File: src/core/icm_pkg.sv
// package for the input change monitor: widths, timing, carriers
// assumes a single 100 MHz clock domain
package icm_pkg;
  localparam int          ICM_NUM_IN      = 8;
  localparam int          ICM_NUM_OUT     = 16;
  localparam int          ICM_CLK_HZ      = 100_000_000;
  // sampling rate must exceed 1 kHz; chosen 10 kHz
  localparam int          ICM_SAMPLE_HZ   = 10_000;
  localparam int          ICM_SAMPLE_DIV  = ICM_CLK_HZ / ICM_SAMPLE_HZ;
  localparam logic [7:0]  ICM_MASK_RST    = 8'h00;
  localparam logic [15:0] ICM_OUT_RST     = 16'h0000;

  typedef struct packed {
    logic [ICM_NUM_IN-1:0] pos_mask;
    logic [ICM_NUM_IN-1:0] neg_mask;
    logic [ICM_NUM_IN-1:0] enable;
  } icm_cfg_s;

  typedef enum logic [1:0] {
    ICM_ST_HOLD  = 2'b00,
    ICM_ST_LOAD  = 2'b01,
    ICM_ST_RUN   = 2'b10
  } icm_state_e;
endpackage

File: src/core/icm_sampler.sv
// three-stage synchroniser plus sample-enable divider and edge detector
// assumes raw inputs are asynchronous pins
`timescale 1ns/10ps
module icm_sampler
  import icm_pkg::*;
#(
  parameter int W   = ICM_NUM_IN,
  parameter int DIV = ICM_SAMPLE_DIV
) (
  input  wire logic         clk,
  input  wire logic         rst_n,
  input  wire logic [W-1:0] pin_in,
  output logic      [W-1:0] level_ff,
  output logic      [W-1:0] rise_ff,
  output logic      [W-1:0] fall_ff
);
  logic [W-1:0]  s1_ff;
  logic [W-1:0]  s2_ff;
  logic [W-1:0]  s3_ff;
  logic [W-1:0]  prev_ff;
  logic [15:0]   div_ff;
  logic          tick;
  logic          primed_ff;

  always_ff @(posedge clk or negedge rst_n) begin
    if (!rst_n) begin
      s1_ff <= '0;
      s2_ff <= '0;
      s3_ff <= '0;
    end else begin
      s1_ff <= pin_in;
      s2_ff <= s1_ff;
      s3_ff <= s2_ff;
    end
  end

  // accepted level changes only where stage two and three agree
  always_ff @(posedge clk or negedge rst_n) begin
    if (!rst_n) begin
      level_ff <= '0;
    end else begin
      level_ff <= (s2_ff & s3_ff) | (level_ff & (s2_ff | s3_ff));
    end
  end

  assign tick = (div_ff == 16'(DIV - 1));

  always_ff @(posedge clk or negedge rst_n) begin
    if (!rst_n) begin
      div_ff <= '0;
    end else if (tick) begin
      div_ff <= '0;
    end else begin
      div_ff <= div_ff + 16'h0001;
    end
  end

  // first tick after reset only primes the previous sample
  always_ff @(posedge clk or negedge rst_n) begin
    if (!rst_n) begin
      primed_ff <= 1'b0;
    end else if (tick) begin
      primed_ff <= 1'b1;
    end
  end

  // compare sample with previous sample of the same input
  always_ff @(posedge clk or negedge rst_n) begin
    if (!rst_n) begin
      prev_ff <= '0;
      rise_ff <= '0;
      fall_ff <= '0;
    end else if (tick) begin
      prev_ff <= level_ff;
      rise_ff <= primed_ff ? (level_ff & ~prev_ff) : '0;
      fall_ff <= primed_ff ? (~level_ff & prev_ff) : '0;
    end else begin
      rise_ff <= '0;
      fall_ff <= '0;
    end
  end
endmodule

File: src/core/icm_top.sv
// input change monitor with output power-on gating
// assumes config and read strobes come from logic on the same clock
// What this block does
// sample inputs above 1 kHz; latch rise/fall per positive/negative masks
// enabled event bits form summary bit, raising service request
// condition read gives live levels; event read gives qualified changes
// outputs held off after power-on until stored configuration loaded
// relay enable output stays inactive while outputs held off
// event register accumulates since last read; read returns then clears
// eight inputs, same bit order in all views
// three-stage synchroniser, then compare sample with previous sample
`timescale 1ns/10ps
module icm_top
  import icm_pkg::*;
(
  input  wire logic                   clk,
  input  wire logic                   rst_n,
  input  wire logic [ICM_NUM_IN-1:0]  din,
  input  wire icm_cfg_s               cfg,
  input  wire logic                   evt_rd,
  input  wire logic                   cond_rd,
  input  wire logic [ICM_NUM_OUT-1:0] out_data,
  input  wire logic                   out_load,
  output logic [ICM_NUM_IN-1:0]       cond_ff,
  output logic [ICM_NUM_IN-1:0]       evt_data_ff,
  output logic                        rd_valid_ff,
  output logic                        summary_ff,
  output logic                        srq_ff,
  output logic [ICM_NUM_OUT-1:0]      out_drv_ff,
  output logic                        out_en_ff,
  output icm_state_e                  state_ff
);
  logic [ICM_NUM_IN-1:0]  level;
  logic [ICM_NUM_IN-1:0]  rise;
  logic [ICM_NUM_IN-1:0]  fall;
  logic [ICM_NUM_IN-1:0]  evt_ff;
  logic [ICM_NUM_IN-1:0]  hit;
  logic [ICM_NUM_IN-1:0]  nxt_evt;
  logic [ICM_NUM_IN-1:0]  nxt_evt_data;
  logic [ICM_NUM_IN-1:0]  nxt_cond;
  logic                   nxt_rd_valid;
  logic                   nxt_summary;
  logic                   nxt_srq;
  logic [ICM_NUM_OUT-1:0] latch_ff;
  logic [ICM_NUM_OUT-1:0] nxt_latch;
  logic [ICM_NUM_OUT-1:0] nxt_out_drv;
  logic                   nxt_out_en;
  logic                   run;
  icm_state_e             nxt_state;

  // qualify raw edges through the transition masks
  function automatic logic [ICM_NUM_IN-1:0] qualify(
    input logic [ICM_NUM_IN-1:0] up,
    input logic [ICM_NUM_IN-1:0] down,
    input logic [ICM_NUM_IN-1:0] up_mask,
    input logic [ICM_NUM_IN-1:0] down_mask
  );
    qualify = (up & up_mask) | (down & down_mask);
  endfunction

  // true when any latched event is enabled
  function automatic logic any_enabled(
    input logic [ICM_NUM_IN-1:0] events,
    input logic [ICM_NUM_IN-1:0] enables
  );
    any_enabled = |(events & enables);
  endfunction

  // synchronise, sample and detect edges
  icm_sampler #(
    .W   (ICM_NUM_IN),
    .DIV (ICM_SAMPLE_DIV)
  ) u_smp (
    .clk      (clk),
    .rst_n    (rst_n),
    .pin_in   (din),
    .level_ff (level),
    .rise_ff  (rise),
    .fall_ff  (fall)
  );

  assign hit = qualify(rise, fall, cfg.pos_mask, cfg.neg_mask);

  // accumulate events; a read clears, but a same-cycle set wins
  always_comb begin
    nxt_evt = evt_ff | hit;
    if (evt_rd) begin
      nxt_evt = hit;
    end
  end

  always_ff @(posedge clk or negedge rst_n) begin
    if (!rst_n) begin
      evt_ff <= ICM_MASK_RST;
    end else begin
      evt_ff <= nxt_evt;
    end
  end

  // event view snapshot, held until the next event read
  always_comb begin
    nxt_evt_data = evt_data_ff;
    if (evt_rd) begin
      nxt_evt_data = evt_ff;
    end
  end

  always_ff @(posedge clk or negedge rst_n) begin
    if (!rst_n) begin
      evt_data_ff <= ICM_MASK_RST;
    end else begin
      evt_data_ff <= nxt_evt_data;
    end
  end

  // condition view snapshot of live levels
  always_comb begin
    nxt_cond = cond_ff;
    if (cond_rd) begin
      nxt_cond = level;
    end
  end

  always_ff @(posedge clk or negedge rst_n) begin
    if (!rst_n) begin
      cond_ff <= ICM_MASK_RST;
    end else begin
      cond_ff <= nxt_cond;
    end
  end

  // one-cycle echo of any read strobe
  always_comb begin
    nxt_rd_valid = evt_rd | cond_rd;
  end

  always_ff @(posedge clk or negedge rst_n) begin
    if (!rst_n) begin
      rd_valid_ff <= 1'b0;
    end else begin
      rd_valid_ff <= nxt_rd_valid;
    end
  end

  // summary level and request pulse on its rise
  always_comb begin
    nxt_summary = any_enabled(evt_ff, cfg.enable);
    nxt_srq     = any_enabled(evt_ff, cfg.enable) & ~summary_ff;
  end

  always_ff @(posedge clk or negedge rst_n) begin
    if (!rst_n) begin
      summary_ff <= 1'b0;
    end else begin
      summary_ff <= nxt_summary;
    end
  end

  always_ff @(posedge clk or negedge rst_n) begin
    if (!rst_n) begin
      srq_ff <= 1'b0;
    end else begin
      srq_ff <= nxt_srq;
    end
  end

  // output gating sequencer
  always_comb begin
    nxt_state = state_ff;
    case (state_ff)
      ICM_ST_HOLD: begin
        if (out_load) begin
          nxt_state = ICM_ST_LOAD;
        end
      end
      ICM_ST_LOAD: nxt_state = ICM_ST_RUN;
      ICM_ST_RUN:  nxt_state = ICM_ST_RUN;
      default:     nxt_state = ICM_ST_HOLD;
    endcase
  end

  // sequencer state register
  always_ff @(posedge clk or negedge rst_n) begin
    if (!rst_n) begin
      state_ff <= ICM_ST_HOLD;
    end else begin
      state_ff <= nxt_state;
    end
  end

  // output latches, reloadable at any time
  always_comb begin
    nxt_latch = latch_ff;
    if (out_load) begin
      nxt_latch = out_data;
    end
  end

  always_ff @(posedge clk or negedge rst_n) begin
    if (!rst_n) begin
      latch_ff <= ICM_OUT_RST;
    end else begin
      latch_ff <= nxt_latch;
    end
  end

  // drivers and relay enable stay off until the sequencer reaches run
  assign run         = (state_ff == ICM_ST_RUN);
  assign nxt_out_drv = run ? latch_ff : ICM_OUT_RST;
  assign nxt_out_en  = run;

  always_ff @(posedge clk or negedge rst_n) begin
    if (!rst_n) begin
      out_drv_ff <= ICM_OUT_RST;
    end else begin
      out_drv_ff <= nxt_out_drv;
    end
  end

  always_ff @(posedge clk or negedge rst_n) begin
    if (!rst_n) begin
      out_en_ff <= 1'b0;
    end else begin
      out_en_ff <= nxt_out_en;
    end
  end
endmodule

File: config.mk
export PLATFORM = sky130hd
export DESIGN_NAME = icm_top
export DESIGN_NICKNAME = d
export VERILOG_FILES = /design/src/core/icm_pkg.sv /design/src/core/icm_sampler.sv /design/src/core/icm_top.sv
export SDC_FILE = /design/constraint.sdc
export NUM_CORES = 1
export LEC_CHECK = 0
export BUFFER_PORTS_ARGS = -buffer_cell sky130_fd_sc_hd__buf_2
export CELL_PAD_IN_SITES_DETAIL_PLACEMENT = 1
export CELL_PAD_IN_SITES_GLOBAL_PLACEMENT = 1
export CORE_MARGIN = 8
export CORE_UTILIZATION = 41
export CTS_BUF_LIST = sky130_fd_sc_hd__clkbuf_4 sky130_fd_sc_hd__clkbuf_8
export DETAILED_ROUTE_END_ITERATION = 10
export PLACE_DENSITY_LB_ADDON = 0.2
export SLEW_MARGIN = 5
export SYNTH_ARGS = -nofsm -noshare
export SYNTH_HDL_FRONTEND = slang
export SYNTH_SLANG_ARGS = --single-unit
File: constraint.sdc
create_clock -name clk -period 6.5 [get_ports clk]
set_input_delay 0.325 -clock clk [delete_from_list [all_inputs] [get_ports clk]]
set_output_delay 0.325 -clock clk [all_outputs]
set_load 0.1 [all_outputs]
==> flow_summary.yaml <==
status:
  status: "complete, no violations"
global_routing:
  grt.total_usage_pct: 13.7
  grt_antenna_before_repair: 0
  grt_max_degree: 74
  grt_busiest_layer: "met2"
  use_met2_pct: 20.9
  grt_pass1_vias: 3142
  grt_use_met1_pct: 16.4
  grt_pass1_wl_um: 16100
  grt_overflow_total: 0
  use_met3_pct: 6.71
sta:
  grt_setup_unrepaired: "no"
  fin_skew_ns: 0.0104
  setup_viol: 0
  slew_viol_final: 0
  hold_ws_ns: 0.127
  setup_tns_ns: 0
  relSlewSlack_pct: 30.4
  worst_pin_slew_ns: 1.04
  period_needed_ns: 2.49
  post-route-period-util_pct: 38.3
  fmax_mhz: 401
  hold_viol: 0
synth:
  yosysTopAreaCellShare_pct: 70.8
  synth-xor-area-share_pct: 2.57
  synth.avg_cell_area_um2: 15.0
  synth_top_family_by_area: "simple AND/OR/NAND/NOR gates"
  synth_mux_area_share_pct: 9.52
  synthDistinctLibCells: 27
  synth-simple-area-share_pct: 9.70
  yosys.area.top_type: "dfrtp_1"
  ys_warn_count: 0
  syn-cell-area_um2: 4770
  synth_fa_ha_area_share_pct: 2.73
  synthesis.nets: 375
  synth-compound-area-share_pct: 2.94
  syn_inst: 318
  synth_area_leaders: "dfrtp_1 (71%), mux2_2 (9.2%), nor3b_1 (2.5%)"
  ys_ff_latch: 135
  yosysSeqAreaShare_pct: 70.8
drt:
  routed-via-count: 2831
  wl_um: 9560
  ant_nets: 0
  drc: 0
  drt_iter0_drc: 152
  wl_per_cell_um: 16.3
  viasPerCell: 4.84
  firstDrtPassIters: 4
placed_design:
  place_congestion: 0.759
  place_hpwl_um: 6580
  io_buffers: 90
clock_network:
  ctsHoldBuffers: 9
  post_cts_buffers: 0
  cts_sinks: 135
  cts.path.max_buffers: 2
  clk_pin_slew_ns: 0.07
  cts_inserted_buffers: 17
  post_cts_resized: 0
  cts_max_level: 4
  cts_tree: "built"
  insertion_delay_ns: 0.43
  root_buffer: "clkbuf_8"
critical_path:
  rr_worst_depth: 3
  startpoint_type: "flop"
  critical_path_required_ns: 6.81
  critical_path_class: "reg2reg"
  max_stage_delay_ns: 0.93
  r2r-start: "u_smp.div_ff[4]"
  r2r_end: "u_smp.prev_ff[2]"
  crit_arrival_ns: 2.80
  path_delay_family: "simple AND/OR/NAND/NOR gates"
  cp_cell_sequence: "or4_4 -> nor4_4 -> mux2_2"
  rrSetupSlack_ns: 4.01
  critPathBufInv: 0
  cp_max_fo: 17
  cp-end-kind: "flop"
  slowest_stage: "nor4_4"
die:
  start_util_pct: 42.0
  rows: 39
  die-height_um: 124
  dieWidth_um: 124
  io_pins: 91
  core-area_um2: 11400
  die_area_um2: 15300
power:
  p_per_area_nw_per_um2: 367
  ir_drop_v: 0.000314
  p_leak_nw: 2.82
run:
  cap_violations: 0
finish:
  nets: 486
  drive_gt1_share_pct: 38.0
  layout_common_cells: "dfrtp_1 (135), buf_2 (89), mux2_2 (39)"
  num_antenna_cells: 0
  layout_commonest_cell: "dfrtp_1"
  area_growth_pct: 23.0
hold_path:
  whs_path_depth: 2
  hold_start: "out_data[10]"
  hold_path_class: "in2reg"
  hold_path_end: "latch_ff[10]"
how the worst max path moves through the flow:
stage | from | endpoint | slack [ns] | depth (start not counted)
finish | u_smp.div_ff[4] | u_smp.prev_ff[2] | 4.01 | 3
global route | u_smp.div_ff[4] | u_smp.prev_ff[2] | 3.91 | 3
CTS | u_smp.div_ff[4] | u_smp.prev_ff[2] | 4.01 | 3
detailed placement | u_smp.div_ff[4] | u_smp.prev_ff[4] | 4.00 | 3
global placement | u_smp.div_ff[4] | u_smp.prev_ff[5] | 4.09 | 3
floorplan | u_smp.div_ff[4] | u_smp.prev_ff[6] | 4.44 | 4
Yosys cell counts:
cell type / n
nor4_4: 1
nor4_1: 4
buf_2: 1
a22oi_1: 12
clkbuf_1: 6
or2_2: 2
maj3_1: 8
nand4_1: 3
nor3_1: 2
nand3_1: 9
nand2b_1: 1
buf_6: 1
dfrtp_1: 135
nor2b_1: 2
mux2_2: 39
o21ai_0: 10
xnor2_1: 10
xor2_1: 4
nand2_1: 6
or4_4: 2
nor3b_1: 16
nor2_1: 9
ha_1: 4
and2_1: 16
and3_1: 2
mux2_4: 1
inv_1: 12
layer usage:
metal  up-vias  share of wire, %
li1       1308                 -
met1      1438                43
met2        79                47
met3         6               9.3
met4         0              0.86
met5         -                 0
flip-flops by register name, indices dropped and copies added, names as in the netlist:
register         cells
rd_valid_ff          1
u_smp.rise_ff        8
u_smp.primed_ff      1
u_smp.s3_ff          8
out_drv_ff          16
out_en_ff            1
evt_ff               8
cond_ff              8
u_smp.fall_ff        8
u_smp.div_ff        16
summary_ff           1
u_smp.prev_ff        8
u_smp.s1_ff          8
srq_ff               1
u_smp.s2_ff          8
latch_ff            16
state_ff             2
u_smp.level_ff       8
evt_data_ff          8
metrics by stage:
| stage | instance area, µm² | power (mW) | util, % | cells | worst slack, ns |
|---|---|---|---|---|---|
| after global placement | 5380 | 1.47 | 47.3 | 544 | 4.09 |
| after global routing | 5870 | 2.25 | 51.6 | 585 | 3.91 |
| after CTS | 5870 | 2.18 | 51.6 | 585 | 4.01 |
| final | 5870 | 2.15 | 51.6 | 585 | 4.01 |
| after floorplan | 4770 | 1.36 | - | 318 | 4.44 |
| after detailed placement | 5380 | 1.48 | 47.3 | 544 | 4.00 |
power by group:
group | switching (mW) | internal, mW
sequential | 0.0313 | 0.908
clock | 0.316 | 0.375
combinational | 0.434 | 0.0910
worst register-to-register path, delay by kind of cell, from the launching register on:
family	cells	cell delay [ns]
mux	1	0.43
flops	1	0.44
simple gates	2	1.51
cell families after synthesis:
| logic type | after synthesis |
|---|---|
| xor+xnor | 14 |
| compound gates | 22 |
| simple gates | 75 |
| mux | 40 |
| flops | 135 |
| buf+inv | 20 |
| fa+ha+maj | 12 |
final cells by class:
type	count	area (µm²)
flip-flops and latches	135	3380
multi-input cells	163	1310
well taps	143	179
inverters	12	45.0
repair buffers	100	554
clock inverters	11	123
clock buffers	21	283
fillers	1193	5500
(Power assumes the default switching activity.)
